==> config.mk <==
export PLATFORM = sky130hd
export DESIGN_NAME = pfce_host
export DESIGN_NICKNAME = d
export VERILOG_FILES = /design/src/design/pfce_timer.v /design/src/design/pfce_host.v
export VERILOG_INCLUDE_DIRS = /design/src /design/src/design
export SDC_FILE = /design/constraint.sdc
export NUM_CORES = 1
export LEC_CHECK = 0
export ABC_AREA = 0
export ABC_CLOCK_PERIOD_IN_PS = 4100
export BUFFER_PORTS_ARGS = -buffer_cell sky130_fd_sc_hd__buf_2
export CAP_MARGIN = 15
export CORE_ASPECT_RATIO = 0.7
export CORE_MARGIN = 1.5
export CORE_UTILIZATION = 25
export CTS_BUF_LIST = sky130_fd_sc_hd__clkbuf_2
export DETAILED_ROUTE_END_ITERATION = 8
export GPL_ROUTABILITY_DRIVEN = 0
export PLACE_DENSITY = 0.44
export SLEW_MARGIN = 20
export SYNTH_ARGS = -nofsm -noshare
export SYNTH_HDL_FRONTEND = slang
export SYNTH_SLANG_ARGS = --single-unit
==> constraint.sdc <==
create_clock -name i_clk -period 4.1 [get_ports i_clk]
set_input_delay 0.41 -clock i_clk [delete_from_list [all_inputs] [get_ports i_clk]]
set_output_delay 0.41 -clock i_clk [all_outputs]
set_load 0.02 [all_outputs]
==> src/design/pfce_defs.vh <==
// pfce_defs.vh: constants for the parallel flash command host
// assumes: included by the host design files only
`ifndef PFCE_DEFS_VH
`define PFCE_DEFS_VH

`define PFCE_ADDR_W 17
`define PFCE_DATA_W 8
`define PFCE_UNLOCK1_ADDR 12'h555
`define PFCE_UNLOCK2_ADDR 12'haaa
`define PFCE_UNLOCK1_DATA 8'haa
`define PFCE_UNLOCK2_DATA 8'h55
`define PFCE_SETUP_ERASE 8'h80
`define PFCE_CONF_CHIP 8'h10
`define PFCE_CONF_SECTOR 8'h30
`define PFCE_CONF_LOCK 8'h40
`define PFCE_ERASED_BYTE 8'hff
`define PFCE_PARAM1_BASE 17'h04000
`define PFCE_PARAM1_LAST 17'h05fff
// operation codes on i_cmd_op
`define PFCE_OP_READ 3'h0
`define PFCE_OP_CHIP 3'h1
`define PFCE_OP_SECTOR 3'h2
`define PFCE_OP_LOCK 3'h3
`define PFCE_OP_RESET 3'h4
// pin timing, ns, and derived cycle counts at 40 MHz
`define PFCE_CLK_NS 25
`define PFCE_SETUP_NS 30
`define PFCE_SETUP_CYC ((`PFCE_SETUP_NS + `PFCE_CLK_NS - 1) / `PFCE_CLK_NS)
`define PFCE_PULSE_NS 50
`define PFCE_PULSE_CYC ((`PFCE_PULSE_NS + `PFCE_CLK_NS - 1) / `PFCE_CLK_NS)
`define PFCE_ACCESS_NS 55
`define PFCE_ACCESS_CYC ((`PFCE_ACCESS_NS + `PFCE_CLK_NS - 1) / `PFCE_CLK_NS)
`define PFCE_RESET_NS 500
`define PFCE_RESET_CYC ((`PFCE_RESET_NS + `PFCE_CLK_NS - 1) / `PFCE_CLK_NS)
// chip erase maximum, ms; derived count goes to a top parameter
`define PFCE_CHIP_ERASE_MS 3000
`define PFCE_CHIP_ERASE_CYC (`PFCE_CHIP_ERASE_MS * 40000)

`endif

==> src/design/pfce_timer.v <==
// pfce_timer.v: down counter that measures pin phases and erase waits
// assumes: one clock domain; i_load takes priority over counting
`timescale 1ns/1ps
module pfce_timer #(
  parameter W = 32
) (
  input wire i_clk,
  input wire i_reset,
  input wire i_load,
  input wire [W-1:0] i_count,
  output wire o_done
);
  reg [W-1:0] cnt_q;
  reg [W-1:0] cnt_d;

  always @*
  begin
    cnt_d = cnt_q;
    if (i_load)
      cnt_d = i_count;
    else if (cnt_q != {W{1'b0}})
      cnt_d = cnt_q - {{(W-1){1'b0}}, 1'b1};
  end

  always @(posedge i_clk)
  begin
    if (i_reset)
      cnt_q <= {W{1'b0}};
    else
      cnt_q <= cnt_d;
  end

  // done must not look at i_load: callers reload on done, which would close a loop
  assign o_done = (cnt_q == {W{1'b0}});
endmodule

==> src/design/pfce_host.v <==
// pfce_host.v: host controller driving a byte-wide parallel flash by its pins
// assumes: flash pins are asynchronous; byte_data_lines read back via two flops
//
// Operation
// - host pulses strobe low, select low, gate high
// - chip erase is six load cycles
// - sector erase takes six bus cycles
// - sequences open with two unlock cycles
`timescale 1ns/1ps
`include "pfce_defs.vh"
module pfce_host #(
  parameter AW = `PFCE_ADDR_W,
  parameter DW = `PFCE_DATA_W,
  parameter ERASE_CYC = `PFCE_CHIP_ERASE_CYC,
  parameter SECTOR_CYC = `PFCE_CHIP_ERASE_CYC
) (
  input wire i_clk,
  input wire i_reset,
  input wire i_cmd_valid,
  input wire [2:0] i_cmd_op,
  input wire [AW-1:0] i_cmd_addr,
  input wire i_override,
  output reg o_cmd_ready,
  output reg o_rd_valid,
  output reg [DW-1:0] o_rd_data,
  output reg o_done,
  output reg [AW-1:0] o_flash_addr,
  output reg [DW-1:0] o_flash_dq_out,
  output reg o_flash_dq_oe,
  input wire [DW-1:0] i_flash_dq_in,
  output reg o_flash_select_n,
  output reg o_flash_gate_n,
  output reg o_flash_strobe_n,
  output reg o_flash_reset_n,
  output reg o_flash_override
);
  localparam TW = 32;
  localparam S_IDLE = 3'h0;
  localparam S_SETUP = 3'h1;
  localparam S_PULSE = 3'h2;
  localparam S_HOLD = 3'h3;
  localparam S_RSETUP = 3'h4;
  localparam S_RWAIT = 3'h5;
  localparam S_ERASE = 3'h6;
  localparam S_RESET = 3'h7;

  reg [2:0] st_q;
  reg [2:0] op_q;
  reg [2:0] step_q;
  reg [AW-1:0] addr_q;
  reg [DW-1:0] dq_s1_q;
  reg [DW-1:0] dq_s2_q;
  reg tload;
  reg [TW-1:0] tcount;
  wire tdone;
  reg [AW-1:0] cyc_addr;
  reg [DW-1:0] cyc_data;

  pfce_timer #(.W(TW)) u_timer (
    .i_clk(i_clk),
    .i_reset(i_reset),
    .i_load(tload),
    .i_count(tcount),
    .o_done(tdone)
  );

  ////////////////////////////////////////////////////////////////////////////
  // six-cycle sequence table; upper address bits zero since flash ignores them, except the sector address on step 5
  always @*
  begin
    cyc_addr = {{(AW-12){1'b0}}, `PFCE_UNLOCK1_ADDR};
    cyc_data = `PFCE_UNLOCK1_DATA;
    case (step_q)
      3'h0, 3'h3:
      begin
        cyc_addr = {{(AW-12){1'b0}}, `PFCE_UNLOCK1_ADDR};
        cyc_data = `PFCE_UNLOCK1_DATA;
      end
      3'h1, 3'h4:
      begin
        cyc_addr = {{(AW-12){1'b0}}, `PFCE_UNLOCK2_ADDR};
        cyc_data = `PFCE_UNLOCK2_DATA;
      end
      3'h2:
      begin
        cyc_addr = {{(AW-12){1'b0}}, `PFCE_UNLOCK1_ADDR};
        cyc_data = `PFCE_SETUP_ERASE;
      end
      3'h5:
      begin
        // sector erase puts the sector address on the last cycle
        if (op_q == `PFCE_OP_SECTOR)
        begin
          cyc_addr = addr_q;
          cyc_data = `PFCE_CONF_SECTOR;
        end
        else if (op_q == `PFCE_OP_LOCK)
          cyc_data = `PFCE_CONF_LOCK;
        else
          cyc_data = `PFCE_CONF_CHIP;
      end
      default:
      begin
        cyc_addr = {{(AW-12){1'b0}}, `PFCE_UNLOCK1_ADDR};
        cyc_data = `PFCE_UNLOCK1_DATA;
      end
    endcase
  end

  ////////////////////////////////////////////////////////////////////////////
  // timer loads on each state entry except the return to S_IDLE
  always @*
  begin
    tload = 1'b0;
    tcount = {TW{1'b0}};
    case (st_q)
      S_IDLE:
      begin
        tload = i_cmd_valid;
        tcount = (i_cmd_op == `PFCE_OP_RESET) ? `PFCE_RESET_CYC : `PFCE_SETUP_CYC;
      end
      S_SETUP:
      begin
        tload = tdone;
        tcount = `PFCE_PULSE_CYC;
      end
      S_PULSE:
      begin
        tload = tdone;
        tcount = `PFCE_SETUP_CYC;
      end
      S_HOLD:
      begin
        tload = tdone;
        if (step_q == 3'h5)
          tcount = (op_q == `PFCE_OP_SECTOR) ? SECTOR_CYC : ERASE_CYC;
        else
          tcount = `PFCE_SETUP_CYC;
      end
      S_RSETUP:
      begin
        tload = 1'b1;
        tcount = `PFCE_ACCESS_CYC + 2;
      end
      default:
      begin
        tload = 1'b0;
        tcount = {TW{1'b0}};
      end
    endcase
  end

  ////////////////////////////////////////////////////////////////////////////
  always @(posedge i_clk)
  begin
    dq_s1_q <= i_flash_dq_in;
    dq_s2_q <= dq_s1_q;
  end

  always @(posedge i_clk)
  begin
    if (i_reset)
    begin
      st_q <= S_IDLE;
      op_q <= `PFCE_OP_READ;
      step_q <= 3'h0;
      addr_q <= {AW{1'b0}};
      o_cmd_ready <= 1'b1;
      o_rd_valid <= 1'b0;
      o_rd_data <= `PFCE_ERASED_BYTE;
      o_done <= 1'b0;
      o_flash_addr <= {AW{1'b0}};
      o_flash_dq_out <= {DW{1'b0}};
      o_flash_dq_oe <= 1'b0;
      o_flash_select_n <= 1'b1;
      o_flash_gate_n <= 1'b1;
      o_flash_strobe_n <= 1'b1;
      o_flash_reset_n <= 1'b1;
      o_flash_override <= 1'b0;
    end
    else
    begin
      o_rd_valid <= 1'b0;
      o_done <= 1'b0;
      case (st_q)
        S_IDLE:
        begin
          if (i_cmd_valid)
          begin
            o_cmd_ready <= 1'b0;
            op_q <= i_cmd_op;
            addr_q <= i_cmd_addr;
            step_q <= 3'h0;
            o_flash_override <= i_override;
            if (i_cmd_op == `PFCE_OP_READ)
            begin
              o_flash_addr <= i_cmd_addr;
              o_flash_select_n <= 1'b0;
              st_q <= S_RSETUP;
            end
            else if (i_cmd_op == `PFCE_OP_RESET)
            begin
              o_flash_reset_n <= 1'b0;
              o_flash_select_n <= 1'b1;
              st_q <= S_RESET;
            end
            else
            begin
              o_flash_gate_n <= 1'b1;
              st_q <= S_SETUP;
            end
          end
        end
        S_RSETUP:
        begin
          o_flash_gate_n <= 1'b0;
          st_q <= S_RWAIT;
        end
        S_RWAIT:
        begin
          // two extra cycles cover the input synchroniser latency
          if (tdone)
          begin
            o_rd_data <= dq_s2_q;
            o_rd_valid <= 1'b1;
            o_flash_gate_n <= 1'b1;
            o_flash_select_n <= 1'b1;
            o_cmd_ready <= 1'b1;
            st_q <= S_IDLE;
          end
        end
        S_SETUP:
        begin
          // address settles with select low before the strobe falls
          o_flash_addr <= cyc_addr;
          o_flash_dq_out <= cyc_data;
          o_flash_dq_oe <= 1'b1;
          o_flash_select_n <= 1'b0;
          if (tdone)
          begin
            o_flash_strobe_n <= 1'b0;
            st_q <= S_PULSE;
          end
        end
        S_PULSE:
        begin
          if (tdone)
          begin
            o_flash_strobe_n <= 1'b1;
            st_q <= S_HOLD;
          end
        end
        S_HOLD:
        begin
          // address and data held past the rising strobe, then released
          if (tdone)
          begin
            o_flash_select_n <= 1'b1;
            o_flash_dq_oe <= 1'b0;
            if (step_q == 3'h5)
              st_q <= S_ERASE;
            else
            begin
              step_q <= step_q + 3'h1;
              st_q <= S_SETUP;
            end
          end
        end
        S_ERASE:
        begin
          // no pin activity while erase runs; flash would drop it anyway
          if (tdone)
          begin
            o_flash_override <= 1'b0;
            o_done <= 1'b1;
            o_cmd_ready <= 1'b1;
            st_q <= S_IDLE;
          end
        end
        S_RESET:
        begin
          if (tdone)
          begin
            o_flash_reset_n <= 1'b1;
            o_done <= 1'b1;
            o_cmd_ready <= 1'b1;
            st_q <= S_IDLE;
          end
        end
        default:
          st_q <= S_IDLE;
      endcase
    end
  end
endmodule

* Word level (Yosys, flattened, before mapping)
Index checks and enable logic that the tools add are counted.
** Storage, ports and cells
- Logic and storage cells :: 134
- Output and inout port bits :: 42
- Register bits :: 116
- Input port bits :: 32
** Cells by class
- Add/subtract/negate cells :: 2
- Muxes and demuxes :: 48
- Reductions and logical operators :: 34
- Equality and inequality tests :: 29
- Bitwise gates (word level) :: 2
** Operators by type and width (number)
- 27-bit one-hot mux with 4 select lines :: 1
- 17-bit one-hot mux with 2 select lines :: 2
- 32-bit two-way mux :: 2
- 17-bit two-way mux :: 3
- 3-bit two-way mux :: 11
- 32-bit logical NOT :: 1
- 32-bit nonzero test :: 1
- 32-bit by 1-bit subtractor with 32-bit output, second input constant :: 1
- 27-bit two-way mux :: 1
- 2-bit inequality test, second input constant :: 12
- 8-bit one-hot mux with 3 select lines :: 1
- 3-bit equality test, second input constant :: 7
- 3-bit one-hot mux with 6 select lines :: 1
- 2-bit nonzero test :: 8
- 3-bit by 2-bit equality test with 1-bit output, second input constant :: 5
- 5-bit AND reduction :: 3
- 1-bit two-way mux :: 14
- 7-bit two-way mux :: 2
- 3-bit AND reduction :: 4
- 2-bit OR reduction :: 6
- 1-bit one-hot mux with 2 select lines :: 5
- 1-bit one-hot mux with 3 select lines :: 3
- 4-bit AND reduction :: 2
- 3-bit by 1-bit equality test with 1-bit output, second input constant :: 2
- 10 further kinds :: 17

* Longest topological paths before layout
- Depth after elaboration :: 5
- Mapped depth :: 10

* By module
From an unflattened synthesis, not the netlist that was laid out.
** Second synthesis, totals
- Cells, all modules :: 600
- Area, all modules :: 5071.1 µm²
** By module, submodules not included
- pfce_host :: times used 1, cells each 390, area an instance 3236.9 µm², seq. area each 1641.6 µm²
- pfce_timer :: times used 1, cells each 210, area an instance 1834.3 µm², seq. area each 640.6 µm²

* Least setup slack after synthesis
Ideal clock, no wire load.
- Path kind :: reg2reg
- From :: register u_timer.cnt_q[24]
- To :: register o_rd_data[5]
- Setup time :: 0.120 ns
- Buffers on the path :: 2
- Cell stages (with the launch flop) :: 9
- Period minus slack after synthesis :: 2.719 ns
- Arrival :: 2.600 ns
- Data required time :: 3.980 ns
- Slack :: 1.381 ns
- Path through :: dfxtp_1 > or4_4 > or4_4 > or4_4 > buf_6 > nor3_4 > buf_6 > nor2b_1 > a211o_1
** Between the ends
- Longest elaborated chain between the ends :: 2
** RTL lines
- start: declaration :: RTL line pfce_timer.v:13 : reg [W-1:0] cnt_q;
- start signal: assignment :: RTL line pfce_timer.v:28 : cnt_q <= {W{1'b0}};
- start signal: assignment :: RTL line pfce_timer.v:30 : cnt_q <= cnt_d;
- 32-bit logical NOT :: RTL line pfce_timer.v:34 : assign o_done = (cnt_q == {W{1'b0}});
- 2-bit AND reduction (no line)
- end signal: assignment :: RTL line pfce_host.v:170 : o_rd_data <= `PFCE_ERASED_BYTE;
- end signal: assignment :: RTL line pfce_host.v:224 : o_rd_data <= dq_s2_q;
- end: declaration :: RTL line pfce_host.v:25 : output reg [DW-1:0] o_rd_data,
Every way passes these cells.
A chain may end at the register's enable or synchronous reset.

* Final worst setup path
- From :: register u_timer.cnt_q[12]
- To :: register o_rd_data[7]
The elaborated chain is that of the path after synthesis.

==> reports/qor.csv <==
metric,value,unit
path_clk_slew,0.17,ns
finalSetupTns,0,ns
floorplan.die.width,169,µm
cts.path.max_buffers,2,
synth.avg_cell_area,8.43,µm²
pre_cts_slack,1.03,ns
synth_ff_type,dfxtp_1,
fin_area,6010,µm²
dpl-instance-area,5430,µm²
grt_usage,13.7,%
cp_cell_sequence,"nor4_1, nand4_1, or4_4, nor3_4, nor2b_1, a211o_1",
cts_setup_buffers,0,
io_pins,74,
worstMarginPinSlew,1.00,ns
vias,4347,
cp_slowest_cell,or4_4,
die-area,20300,µm²
clockRootBuffer,clkbuf_2,
status,"finished, final reports clean",
synth-seq-area-share,47.1,%
cts_buffers,17,
path_max_fanout,19,
gr-total-overflow,0,
cp.required,4.65,ns
routedWlPerCell,14.4,µm
sw_frac_of_total,43.7,%
nets,699,
drt_iter0_markers,290,
area_growth,23.9,%
power.switching,0.00201,W
period_needed,3.05,ns
grt_pass1_wl,21.6,mm
drv_slew,0,
drv_cap,0,
die_y,120,µm
design.core.area,19000,µm²
relSlewSlack,32.7,%
hold_class,input pin to register,
period_share,74.5,%
wirelength,13.5,mm
synthCells,575,
final_layout_size_suffix_gt1_share,18.4,%
viasPerCell,4.63,
rsz0062_at_grt,no,
finalSetupViolCount,0,
ys_async_sr_fraction,0,%
p_clk_share,19.5,%
clock.fmax,328,MHz
diodes,0,
comb_power_share,46.3,%
irDropWorstVdd,247,µV
drtPass1Iterations,5,
synth_warnings,0,
hpwl,9.29,mm
h-tree-depth,4,
clock_sinks,114,
worstSetupPathType,register to register,
p_per_area,764,nW/µm²
cts_tree,built,
skew,0.0465,ns
ys_ff_latch,114,
ant_nets,0,
clk_latency,0.66,ns
final.setup.worst_slack,1.05,ns
syn_nets,613,
hold_viol_final,0,
grt_pass1_vias,4113,
worstSetupEndpointType,register,
io_buffers,73,
synth_edf_count,0,
start_util,25.6,%
syn_area,4850,µm²
cp_data_arrival_time,3.60,ns
grt_max_degree,47,
pwr-share-seq,34.1,%
cpPeakStageDelay,0.79,ns
synth.distinct_cells,46,
worstSetupStartpointType,register,
holdWs,0.0710,ns
p_leak,2.35,nW
rows,42,
p_int,0.00258,W
antenna_found_initial,0,
drc,0,
-- worst max-delay path: cells and delay by family, from the launching register on --
family / cells / cell delay (ns)
AO/OA/AOI/OAI: 1 / 0.28
flip-flops: 1 / 0.38
AND/OR/NAND/NOR: 5 / 2.30
-- placed cells by master, fill, tap and decap left out, drive strengths merged, types with 9 or more instances in the layout --
cell type	count
nand3	13
a221oi	12
nand2	75
dlygate4sd3	28
nor4	13
o21ai	15
nor3	18
dfxtp	114
a21oi	59
xnor2	14
nor2	74
a211oi	14
nor2b	11
clkbuf	17
buf	81
a211o	9
xor2	15
-- cell type report --
cell class,instances,area (µm²)
sequential,114,2280
multi-input combinational,415,2380
clock inverter,15,213
inverter,4,15.0
timing repair buffer,109,706
tap,264,330
clock buffer,17,85.1
fill,1997,13000
-- path summary, 6_finish.rpt --
check,start,to,slack [ns],cells after the start
worst max register to register,u_timer.cnt_q[12],o_rd_data[7],1.05,6
worst min-delay path,i_cmd_op[2],op_q[2],0.07,3
worst max-delay path,u_timer.cnt_q[12],o_rd_data[7],1.05,6
worst min register to register,dq_s1_q[5],dq_s2_q[5],0.34,0
-- metal layers --
metal	part of all wire, %	GRT usage, %	wire length (µm)
met4	1.3	4.42	176
met5	0	0	0
met2	40	19.2	5450
met1	53	20.3	7150
met3	5.3	3.50	721
-- repair_timing --
action                                  4_1_cts  5_1_grt
endpoints found under the setup margin        0        0
resized for setup                             0        0
hold endpoints to repair                     29        0
hold buffers                                 28        0
-- per-stage QoR --
stage,utilization (%),power (W),cells
2_1_floorplan,-,0.00310,575
3_3_place_gp,28.6,0.00367,878
3_5_place_dp,28.6,0.00368,878
4_1_cts,31.7,0.00462,938
5_1_grt,31.7,0.00495,938
6_report,31.7,0.00459,938
-- cell usage after synthesis, drive strengths merged, types with 2 or more instances --
library cell | number | area (µm²)
buf | 6 | 46.3
dfxtp | 114 | 2280
nor4b | 2 | 17.5
inv | 4 | 15.0
nor2b | 11 | 68.8
nand2 | 75 | 282
a211o | 9 | 78.8
or3b | 2 | 17.5
nand3b | 4 | 30.0
xnor2 | 14 | 123
a31oi | 3 | 18.8
a21oi | 59 | 295
o21a | 2 | 15.0
nor2 | 74 | 278
or3 | 5 | 31.3
nand2b | 6 | 37.5
xor2 | 15 | 131
nand3 | 13 | 65.1
o21bai | 3 | 22.5
a21o | 4 | 30.0
o21ai | 15 | 75.1
or2 | 7 | 43.8
o221ai | 7 | 61.3
a221oi | 12 | 105
nor3 | 18 | 101
clkbuf | 36 | 135
a211oi | 14 | 105
nand4 | 5 | 31.3
or4 | 7 | 63.8
nor4 | 13 | 81.3
ha | 6 | 75.1
-- state kept, by name (all words and copies together) (netlist names), 3 cells and up --
signal and flops:
o_flash_dq_out 6, st_q 3, step_q 3, addr_q 17
o_rd_data 8, o_flash_addr 17, dq_s1_q 8, dq_s2_q 8
op_q 3, u_timer.cnt_q 32
-- cell families (layout without fill, tap and decap cells) --
| logic type | after synthesis | after routing | share of synthesized area, % |
|---|---|---|---|
| AOI/OAI and AO/OA | 134 | 134 | 17.7 |
| muxes | 1 | 1 | 0.206 |
| adders and majority gates | 6 | 6 | 1.55 |
| buffers and inverters | 46 | 145 | 4.05 |
| xor gates and xnor gates | 29 | 29 | 5.24 |
| DFF | 114 | 114 | 47.1 |
| and+or+nand+nor | 245 | 245 | 24.2 |
-- power by group through the flow --
stage / sequential (W) / clock, W / combinational [W]
floorplan: 0.00161 / 0 / 0.00150
global placement: 0.00158 / 0 / 0.00208
detailed placement: 0.00159 / 0 / 0.00209
CTS: 0.00157 / 0.000929 / 0.00213
global route: 0.00161 / 0.000981 / 0.00236
finish: 0.00157 / 0.000897 / 0.00212
No activity file was read; power rests on OpenSTA's default activity.
